## src/hw/nfc_cfg.svh

```systemverilog
// constants for the parallel nor flash host controller
`ifndef NFC_CFG_SVH
`define NFC_CFG_SVH

// ------------------------------------------------------------
// command addresses and bytes
// ------------------------------------------------------------
`define NFC_ADR_UNLK1   16'h0555
`define NFC_ADR_UNLK2   16'h0AAA
`define NFC_DAT_UNLK1   8'hAA
`define NFC_DAT_UNLK2   8'h55
`define NFC_DAT_SETUP   8'h80
`define NFC_DAT_PROG    8'hA0
`define NFC_DAT_ID_IN   8'h90
`define NFC_DAT_ID_OUT  8'hF0
`define NFC_DAT_CHIP    8'h10
`define NFC_DAT_MAIN    8'h30
`define NFC_DAT_LOCK    8'h40
`define NFC_HI_ZERO     8'h00
`define NFC_LOCK_ADDR   16'h0002

// ------------------------------------------------------------
// bit positions and sequence lengths
// ------------------------------------------------------------
`define NFC_BIT_POLL    7
`define NFC_BIT_TGL     6
`define NFC_LEN_PROG    3'h4
`define NFC_LEN_SIX     3'h6
`define NFC_LEN_ID      3'h3
`define NFC_LEN_ONE     3'h1
`define NFC_LEN_NONE    3'h0
`define NFC_STEP_PROG   3'h3

// ------------------------------------------------------------
// timing
// ------------------------------------------------------------
`define NFC_CLK_NS      40
`define NFC_WE_PULSE_NS 50
`define NFC_ACCESS_NS   45
`define NFC_ERASE_US    1500000
`define NFC_WE_CYC      ((`NFC_WE_PULSE_NS + `NFC_CLK_NS - 1) / `NFC_CLK_NS)
`define NFC_ACC_CYC     ((`NFC_ACCESS_NS + `NFC_CLK_NS - 1) / `NFC_CLK_NS)
`define NFC_SYNC_CYC    3
`define NFC_TIMEOUT_CYC ((`NFC_ERASE_US * 1000) / `NFC_CLK_NS)

`endif

```

## src/hw/nfc_pkg.sv

```systemverilog
// types for the parallel nor flash host controller
package nfc_pkg;

    typedef enum logic [2:0] {
        NFC_CMD_READ       = 3'h0,
        NFC_CMD_PROG       = 3'h1,
        NFC_CMD_CHIP_ERASE = 3'h2,
        NFC_CMD_MAIN_ERASE = 3'h3,
        NFC_CMD_LOCK       = 3'h4,
        NFC_CMD_ID_ENTRY   = 3'h5,
        NFC_CMD_ID_EXIT    = 3'h6,
        NFC_CMD_ID_EXIT1   = 3'h7
    } nfc_cmd_e;

    typedef struct packed {
        nfc_cmd_e    cmd;
        logic [15:0] addr;
        logic [15:0] data;
    } nfc_req_s;

    typedef struct packed {
        logic [15:0] addr;
        logic [15:0] data;
    } nfc_cyc_s;

    typedef struct packed {
        logic [15:0] address_lines;
        logic [15:0] data_lines;
        logic        data_oe;
        logic        chip_select_n;
        logic        output_enable_n;
        logic        write_enable_n;
    } nfc_pins_s;

endpackage

```

## src/hw/nfc_ctrl.sv

```systemverilog
// host controller driving a parallel nor flash over its pins
`timescale 1ns/1ns
`default_nettype none
`include "nfc_cfg.svh"
module nfc_ctrl #(
    parameter int unsigned TIMEOUT_CYC = `NFC_TIMEOUT_CYC
) (
    // clock and reset
    input  wire logic              I_CLK_SYS,
    input  wire logic              I_RST_N,
    // user request
    input  wire logic              I_REQ_VALID,
    input  wire nfc_pkg::nfc_req_s I_REQ,
    output logic                   O_REQ_READY,
    // user response
    output logic                   O_RSP_VALID,
    output logic [15:0]            O_RSP_DATA,
    output logic                   O_RSP_ERR,
    // flash pins
    input  wire logic [15:0]       I_DQ,
    output var nfc_pkg::nfc_pins_s O_PINS
);
    import nfc_pkg::*;

    // ------------------------------------------------------------
    // constants and types
    // ------------------------------------------------------------
    localparam logic [7:0] WE_CYC  = 8'(`NFC_WE_CYC);
    localparam logic [7:0] RD_CYC  = 8'(`NFC_ACC_CYC + `NFC_SYNC_CYC);
    localparam logic [31:0] TMO    = 32'(TIMEOUT_CYC);

    typedef enum logic [2:0] {
        ST_IDLE    = 3'b000,
        ST_SETUP   = 3'b001,
        ST_WE_LOW  = 3'b011,
        ST_WE_HIGH = 3'b010,
        ST_GAP     = 3'b110,
        ST_RD_ACC  = 3'b111,
        ST_RD_SMP  = 3'b101,
        ST_RD_END  = 3'b100
    } nfc_state_e;

    // ------------------------------------------------------------
    // command sequence tables
    // ------------------------------------------------------------
    function automatic nfc_cyc_s seq_word(input nfc_cmd_e c,
                                          input logic [2:0] s,
                                          input nfc_req_s r);
        nfc_cyc_s    w;
        logic [7:0]  third;
        logic [7:0]  last;
        third = `NFC_DAT_SETUP;
        last  = `NFC_DAT_CHIP;
        case (c)
            NFC_CMD_PROG:       third = `NFC_DAT_PROG;
            NFC_CMD_ID_ENTRY:   third = `NFC_DAT_ID_IN;
            NFC_CMD_ID_EXIT:    third = `NFC_DAT_ID_OUT;
            default:            third = `NFC_DAT_SETUP;
        endcase
        case (c)
            NFC_CMD_MAIN_ERASE: last = `NFC_DAT_MAIN;
            NFC_CMD_LOCK:       last = `NFC_DAT_LOCK;
            default:            last = `NFC_DAT_CHIP;
        endcase
        // upper data byte driven zero, addresses kept below A12, except the program word and single exit
        case (s)
            3'h0: w = {`NFC_ADR_UNLK1, `NFC_HI_ZERO, `NFC_DAT_UNLK1};
            3'h1: w = {`NFC_ADR_UNLK2, `NFC_HI_ZERO, `NFC_DAT_UNLK2};
            3'h2: w = {`NFC_ADR_UNLK1, `NFC_HI_ZERO, third};
            3'h3: w = {`NFC_ADR_UNLK1, `NFC_HI_ZERO, `NFC_DAT_UNLK1};
            3'h4: w = {`NFC_ADR_UNLK2, `NFC_HI_ZERO, `NFC_DAT_UNLK2};
            default: w = {`NFC_ADR_UNLK1, `NFC_HI_ZERO, last};
        endcase
        if (c == NFC_CMD_PROG && s == `NFC_STEP_PROG) begin
            w = {r.addr, r.data};
        end
        if (c == NFC_CMD_ID_EXIT1) begin
            w = {r.addr, `NFC_HI_ZERO, `NFC_DAT_ID_OUT};
        end
        return w;
    endfunction

    function automatic logic [2:0] seq_len(input nfc_cmd_e c);
        case (c)
            NFC_CMD_PROG:       return `NFC_LEN_PROG;
            NFC_CMD_CHIP_ERASE: return `NFC_LEN_SIX;
            NFC_CMD_MAIN_ERASE: return `NFC_LEN_SIX;
            NFC_CMD_LOCK:       return `NFC_LEN_SIX;
            NFC_CMD_ID_ENTRY:   return `NFC_LEN_ID;
            NFC_CMD_ID_EXIT:    return `NFC_LEN_ID;
            NFC_CMD_ID_EXIT1:   return `NFC_LEN_ONE;
            default:            return `NFC_LEN_NONE;
        endcase
    endfunction

    // ------------------------------------------------------------
    // state
    // ------------------------------------------------------------
    nfc_state_e  state;
    nfc_state_e  next_state;
    nfc_req_s    cur;
    nfc_req_s    next_cur;
    logic [2:0]  step;
    logic [2:0]  next_step;
    logic [7:0]  cnt;
    logic [7:0]  next_cnt;
    logic [31:0] tmo;
    logic [31:0] next_tmo;
    logic        have_prev;
    logic        next_have_prev;
    logic        prev_tgl;
    logic        next_prev_tgl;
    logic        more;
    logic        next_more;
    nfc_pins_s   next_pins;
    logic        next_ready;
    logic        next_rsp_valid;
    logic [15:0] next_rsp_data;
    logic        next_rsp_err;

    // ------------------------------------------------------------
    // decode
    // ------------------------------------------------------------
    wire logic [15:0] dq_sync;
    wire logic        dq_stable;
    wire nfc_cyc_s    cyc_first = seq_word(I_REQ.cmd, 3'h0, I_REQ);
    wire logic [2:0]  step_inc  = 3'(step + 3'h1);
    wire nfc_cyc_s    cyc_next  = seq_word(cur.cmd, step_inc, cur);
    wire logic        steps_left = (step_inc < seq_len(cur.cmd));
    // only self-timed operations are polled
    wire logic        polled = (cur.cmd == NFC_CMD_PROG)
                            || (cur.cmd == NFC_CMD_CHIP_ERASE)
                            || (cur.cmd == NFC_CMD_MAIN_ERASE)
                            || (cur.cmd == NFC_CMD_LOCK);
    wire logic        tgl_same = have_prev
                            && (prev_tgl == dq_sync[`NFC_BIT_TGL]);
    wire logic        poll_ok  = (cur.cmd != NFC_CMD_PROG)
                            || (dq_sync[`NFC_BIT_POLL]
                                == cur.data[`NFC_BIT_POLL]);
    wire logic        op_done  = tgl_same && poll_ok;
    wire logic        timed_out = (tmo >= TMO);

    nfc_sync #(
        .W (16)
    ) u_dq_sync (
        .i_clk    (I_CLK_SYS),
        .i_rst_n  (I_RST_N),
        .i_data   (I_DQ),
        .o_data   (dq_sync),
        .o_stable (dq_stable)
    );

    // ------------------------------------------------------------
    // sequencer
    // ------------------------------------------------------------
    always_comb begin
        next_state     = state;
        next_cur       = cur;
        next_step      = step;
        next_cnt       = cnt;
        next_tmo       = (state == ST_IDLE) ? 32'h0 : 32'(tmo + 32'h1);
        next_have_prev = have_prev;
        next_prev_tgl  = prev_tgl;
        next_more      = more;
        next_pins      = O_PINS;
        next_ready     = O_REQ_READY;
        next_rsp_valid = 1'b0;
        next_rsp_data  = O_RSP_DATA;
        next_rsp_err   = O_RSP_ERR;
        case (state)
            ST_IDLE: begin
                if (I_REQ_VALID && O_REQ_READY) begin
                    next_cur       = I_REQ;
                    next_ready     = 1'b0;
                    next_step      = 3'h0;
                    next_have_prev = 1'b0;
                    next_pins.chip_select_n = 1'b0;
                    if (I_REQ.cmd == NFC_CMD_READ) begin
                        next_pins.address_lines   = I_REQ.addr;
                        next_pins.output_enable_n = 1'b0;
                        next_pins.data_oe         = 1'b0;
                        next_cnt   = RD_CYC;
                        next_state = ST_RD_ACC;
                    end else begin
                        // address and data set up before WE falls
                        next_pins.address_lines = cyc_first.addr;
                        next_pins.data_lines    = cyc_first.data;
                        next_pins.data_oe       = 1'b1;
                        next_state = ST_SETUP;
                    end
                end
            end
            ST_SETUP: begin
                next_pins.write_enable_n = 1'b0;  // OE stays high
                next_cnt   = 8'(WE_CYC - 8'h1);
                next_state = ST_WE_LOW;
            end
            ST_WE_LOW: begin
                // pulse spans whole clocks, far above the noise filter
                if (cnt == 8'h0) begin
                    next_pins.write_enable_n = 1'b1;
                    next_state = ST_WE_HIGH;
                end else begin
                    next_cnt = 8'(cnt - 8'h1);
                end
            end
            ST_WE_HIGH: begin
                // data held one clock past the WE rise
                next_pins.chip_select_n = 1'b1;
                next_pins.data_oe       = 1'b0;
                next_state = ST_GAP;
            end
            ST_GAP: begin
                next_pins.chip_select_n = 1'b0;
                if (steps_left) begin
                    next_step = step_inc;
                    next_pins.address_lines = cyc_next.addr;
                    next_pins.data_lines    = cyc_next.data;
                    next_pins.data_oe       = 1'b1;
                    next_state = ST_SETUP;
                end else if (polled) begin
                    // program, erase and lock run on their own; host only watches
                    next_pins.address_lines   = cur.addr;
                    next_pins.output_enable_n = 1'b0;
                    next_cnt   = RD_CYC;
                    next_state = ST_RD_ACC;
                end else begin
                    next_pins.chip_select_n = 1'b1;
                    next_rsp_valid = 1'b1;
                    next_rsp_data  = 16'h0;
                    next_rsp_err   = 1'b0;
                    next_ready     = 1'b1;
                    next_state     = ST_IDLE;
                end
            end
            ST_RD_ACC: begin
                // waits access time plus synchroniser depth
                if (cnt == 8'h0) begin
                    next_state = ST_RD_SMP;
                end else begin
                    next_cnt = 8'(cnt - 8'h1);
                end
            end
            ST_RD_SMP: begin
                if (dq_stable || timed_out) begin
                    next_pins.chip_select_n   = 1'b1;
                    next_pins.output_enable_n = 1'b1;
                    next_state    = ST_RD_END;
                    next_more     = 1'b0;
                    next_rsp_data = dq_sync;
                    next_rsp_err  = 1'b0;
                    if (cur.cmd == NFC_CMD_READ) begin
                        next_rsp_valid = 1'b1;
                    end else if (op_done) begin
                        next_rsp_valid = 1'b1;
                    end else if (timed_out) begin
                        next_rsp_valid = 1'b1;
                        next_rsp_err   = 1'b1;
                    end else begin
                        next_have_prev = 1'b1;
                        next_prev_tgl  = dq_sync[`NFC_BIT_TGL];
                        next_more      = 1'b1;
                    end
                end
            end
            ST_RD_END: begin
                // one idle clock so each poll is a distinct read
                if (more) begin
                    next_pins.chip_select_n   = 1'b0;
                    next_pins.output_enable_n = 1'b0;
                    next_cnt   = RD_CYC;
                    next_state = ST_RD_ACC;
                end else begin
                    next_ready = 1'b1;
                    next_state = ST_IDLE;
                end
            end
            default: begin
                next_state = ST_IDLE;
            end
        endcase
    end

    always_ff @(posedge I_CLK_SYS or negedge I_RST_N) begin
        if (!I_RST_N) begin
            state       <= ST_IDLE;
            cur         <= '0;
            step        <= 3'h0;
            cnt         <= 8'h0;
            tmo         <= 32'h0;
            have_prev   <= 1'b0;
            prev_tgl    <= 1'b0;
            more        <= 1'b0;
            O_PINS      <= {16'h0, 16'h0, 1'b0, 1'b1, 1'b1, 1'b1};
            O_REQ_READY <= 1'b0;
            O_RSP_VALID <= 1'b0;
            O_RSP_DATA  <= 16'h0;
            O_RSP_ERR   <= 1'b0;
        end else begin
            state       <= next_state;
            cur         <= next_cur;
            step        <= next_step;
            cnt         <= next_cnt;
            tmo         <= next_tmo;
            have_prev   <= next_have_prev;
            prev_tgl    <= next_prev_tgl;
            more        <= next_more;
            O_PINS      <= next_pins;
            O_REQ_READY <= (state == ST_IDLE && !O_REQ_READY) ? 1'b1
                         : next_ready;
            O_RSP_VALID <= next_rsp_valid;
            O_RSP_DATA  <= next_rsp_data;
            O_RSP_ERR   <= next_rsp_err;
        end
    end
endmodule
`default_nettype wire

```

## src/hw/nfc_sync.sv

```systemverilog
// three-stage synchroniser with agreement flag
`timescale 1ns/1ns
`default_nettype none
module nfc_sync #(
    parameter int W = 16
) (
    input  wire logic         i_clk,
    input  wire logic         i_rst_n,
    input  wire logic [W-1:0] i_data,
    output logic      [W-1:0] o_data,
    output logic              o_stable
);
    logic [W-1:0] ff1;
    logic [W-1:0] ff2;
    logic [W-1:0] ff3;

    always_ff @(posedge i_clk or negedge i_rst_n) begin
        if (!i_rst_n) begin
            ff1 <= '0;
            ff2 <= '0;
            ff3 <= '0;
        end else begin
            ff1 <= i_data;
            ff2 <= ff1;
            ff3 <= ff2;
        end
    end

    // ff1 feeds only ff2; agreement of the later two marks a settled word
    assign o_data   = ff3;
    assign o_stable = (ff2 == ff3);
endmodule
`default_nettype wire

```

## config.mk

```make
export PLATFORM = sky130hd
export DESIGN_NAME = nfc_ctrl
export DESIGN_NICKNAME = d
export VERILOG_FILES = /design/src/hw/nfc_pkg.sv /design/src/hw/nfc_ctrl.sv /design/src/hw/nfc_sync.sv
export VERILOG_INCLUDE_DIRS = /design/src /design/src/hw
export SDC_FILE = /design/constraint.sdc
export NUM_CORES = 1
export LEC_CHECK = 0
export BUFFER_PORTS_ARGS = -buffer_cell sky130_fd_sc_hd__buf_4
export CAP_MARGIN = 15
export CELL_PAD_IN_SITES_DETAIL_PLACEMENT = 2
export CELL_PAD_IN_SITES_GLOBAL_PLACEMENT = 2
export CORE_MARGIN = 1.5
export CORE_UTILIZATION = 37
export CTS_CLUSTER_DIAMETER = 50
export DETAILED_ROUTE_END_ITERATION = 10
export PLACE_DENSITY = 0.77
export SLEW_MARGIN = 20
export SYNTH_ARGS = -nofsm -noshare
export SYNTH_HDL_FRONTEND = slang
export SYNTH_SLANG_ARGS = --single-unit
```

## constraint.sdc

```tcl
create_clock -name I_CLK_SYS -period 3.2 [get_ports I_CLK_SYS]
set_input_delay 0.32 -clock I_CLK_SYS [delete_from_list [all_inputs] [get_ports I_CLK_SYS]]
set_output_delay 0.32 -clock I_CLK_SYS [all_outputs]
set_load 0.05 [all_outputs]
```

==> results.toml <==
[status]
status = "finished, final reports clean"

[synth]
yosysSeqAreaShare_pct = 56.9
yosysWarnings = 0
synthTopCellsByCount = "dfrtp_1 (184), nand2_1 (154), nor2_1 (63), xnor2_1 (33), nand3_1 (32)"
netlist.area_leader.share_pct = 55.9
async_flop_share_pct = 100
synthFlopType = "dfrtp_1"
synth_seq_cells = 187
synth_area_leader_cell = "dfrtp_1"
synth.distinct_cells = 71
netlist_area_mm2 = 0.00824
yosysMostFrequentCell = "dfrtp_1"
synth_cells = 804
synth_edf_count = 0
synthTopCellsByArea = "dfrtp_1 (56%), nand2_1 (7.0%), xnor2_1 (3.5%)"
syn_nets = 869
synth.avg_cell_area_um2 = 10.2

[sta]
min_period_ps = 3010
finalCritPeriodShare_pct = 94.0
tns_ps = 0
whs_ps = 79.1
relSlewSlack_pct = 29.5
hold_viol = 0
final-max-slew-violation-count = 0
finalSetupViolCount = 0
clock_skew_ps = 15.7
worst_pin_slew_ps = 1050
fmax_mhz = 332
rsz0062_at_grt = "yes"

[worst_setup_path]
reg2reg_from = "step[0]$_DFFE_PN0P_"
cp-start-kind = "flip-flop"
cp_common_cell = "ha_1"
crit_type = "reg2reg"
crit_family = "compound AO/OA/AOI/OAI gates"
crit_arrival_ps = 3330
path_cells = "ha_1 > xnor2_1 > inv_2 > ha_1 > nand2_1 > o21a_1 > o31ai_2 > o41ai_4 > a22o_1"
rrSetupSlack_ps = 190
worstPathMaxFanout = 17
slowest_stage = "dfrtp_1"
crit_path_end_kind = "flip-flop"
worst-path-buf-inv = 1
reg2reg_depth = 9
worst_r2r_endpoint = "O_RSP_DATA[13]$_DFFE_PN0P_"
crit_path_max_incr_delay_ps = 480
worstPathRequired_ps = 3520

[drt]
dr.pass1.iters = 6
vias = 6709
post-route-drc-count = 0
routed_via_density = 5.46
avgRoutedWirePerCell_um = 21.5
postRouteAntennaNets = 0
routed_wl_mm = 26.4
drt-initial-drc-count = 275

[finish]
fin_nets = 1000
fillers = 2289
area_growth_pct = 23.9
drive_above_1_share_pct = 19.4
diodes = 0
final_cell_count_no_fill = 1228
final_util_pct = 46.8

[clock_tree]
cts.sinks = 187
clk_pin_slew_ps = 80
clock_latency_ps = 450
htree_num_levels = 4
cts-root-buf = "clkbuf_16"
postCtsSetupRepairBufs = 0
clk_path_buf_depth = 2
cts-buffers-inserted = 17
cts_tree = "yes"

[grt]
overflow = 0
grt_max_degree = 84
antenna_found_initial = 0
track_usage_pct = 23.5
grt_pass1_wl_mm = 42.9
grt_pass1_vias = 7680

[place]
numPortBuffers = 108
dpl.hpwl_mm = 17.9
dp_cells = 1179
gp_congestion = 0.802

[power]
peakVddDrop_v = 0.000356
p_leak_nw = 4.76
power_mw = 4.77
p_per_area_mw_per_mm2 = 467

[min_path]
whs_path_depth = 3
hp-class = "in2reg"
holdPathEnd = "cur[9]$_DFFE_PN0P_"
min_from = "I_REQ[9]"

[floorplanning]
rows = 54
io-pin-count = 109
chipHeight_um = 152
die_x_um = 152
die_area_mm2 = 0.0232
start_util_pct = 37.7
core-area_mm2 = 0.0218

[job]
maxCapViolations = 0
## placed cells by master, fill, tap and decap left out, types with 18 or more instances in the layout
master	n
xnor2_1	33
nand2_1	154
nor3_1	18
dfrtp_1	184
o21ai_0	31
a22o_1	24
buf_4	126
a21oi_1	20
nor2_1	62
inv_1	24
nand3_1	31
## logic make-up (layout without fill, tap and decap cells)
group / after synthesis / count (layout) / synth area share [%]
mux: 2 / 2 / 0.258
compound gates: 166 / 166 / 14.5
xor+xnor: 47 / 47 / 5.00
fa+ha+maj: 11 / 11 / 1.67
buf+inv: 59 / 203 / 3.10
flops: 187 / 187 / 56.9
simple gates: 332 / 332 / 18.6
## state kept, by name, indices dropped and copies added, names as in the netlist
name and flops:
u_dq_sync.ff1 16, O_REQ_READY 1, tmo 32, O_RSP_VALID 1, cur 35, state 3
O_RSP_DATA 16, O_PINS 36, cnt 8, more 1, prev_tgl 1, u_dq_sync.ff2 16
u_dq_sync.o_data 16, step 3, have_prev 1, O_RSP_ERR 1
## through the flow
step / cell area, µm² / worst slack (ps)
after floorplan: 8240 / 418
after global placement: 9430 / 127
after detailed placement: 9430 / -92.5
after CTS: 10200 / 88.0
after global routing: 10200 / -8.28
final: 10200 / 191
## metal layers
layer  vias up  part of all wire (%)  GRT usage, %
li1       3078                     -             -
met4         0                   1.6          6.15
met3        34                   2.8          3.81
met5         -                     0             0
met1      3478                    43          29.6
met2       119                    52          41.8
## worst reg2reg max path: cells and delay by family (launching register included)
kind	cells	cell delay, ps
AOI/OAI and AO/OA	4	1340
xor gates and xnor gates	1	230
adders and majority gates	2	600
buffers and inverters	1	120
DFF	1	480
and+or+nand+nor	1	110
## where the power goes
part	internal, mW	switching (mW)
sequential	2.39	0.0240
clock	1.05	1.10
combinational	0.0880	0.110
total	3.54	1.23
## what timing repair did
item	4_1_cts	5_1_grt
resized for setup	1	4
hold buffers	17	0
setup endpoints to repair	7	20
cloned	0	0
endpoints found under the hold margin	85	0
## final cells by class
type / instances / area [µm²] / area share, %
sequential: 187 / 4680 / 45.9
multi-input combinational: 558 / 3340 / 32.7
timing repair buffer: 145 / 1150 / 11.3
clock buffer: 17 / 425 / 4.17
tap: 280 / 350 / 3.43
clock inverter: 15 / 164 / 1.61
inverter: 26 / 97.6 / 0.956
## worst max path at each step
stage                        start  depth (start not counted)                    endpoint
5_1_grt        step[0]$_DFFE_PN0P_                          9  O_RSP_DATA[13]$_DFFE_PN0P_
4_1_cts        step[0]$_DFFE_PN0P_                          9      O_PINS[33]$_DFFE_PN0P_
3_3_place_gp   step[0]$_DFFE_PN0P_                          9      O_PINS[25]$_DFFE_PN0P_
3_5_place_dp   step[0]$_DFFE_PN0P_                          9      O_PINS[21]$_DFFE_PN0P_
6_report       step[0]$_DFFE_PN0P_                          9  O_RSP_DATA[13]$_DFFE_PN0P_
2_1_floorplan  step[0]$_DFFE_PN0P_                         11       O_PINS[8]$_DFFE_PN0P_
(Power assumes the default switching activity.)
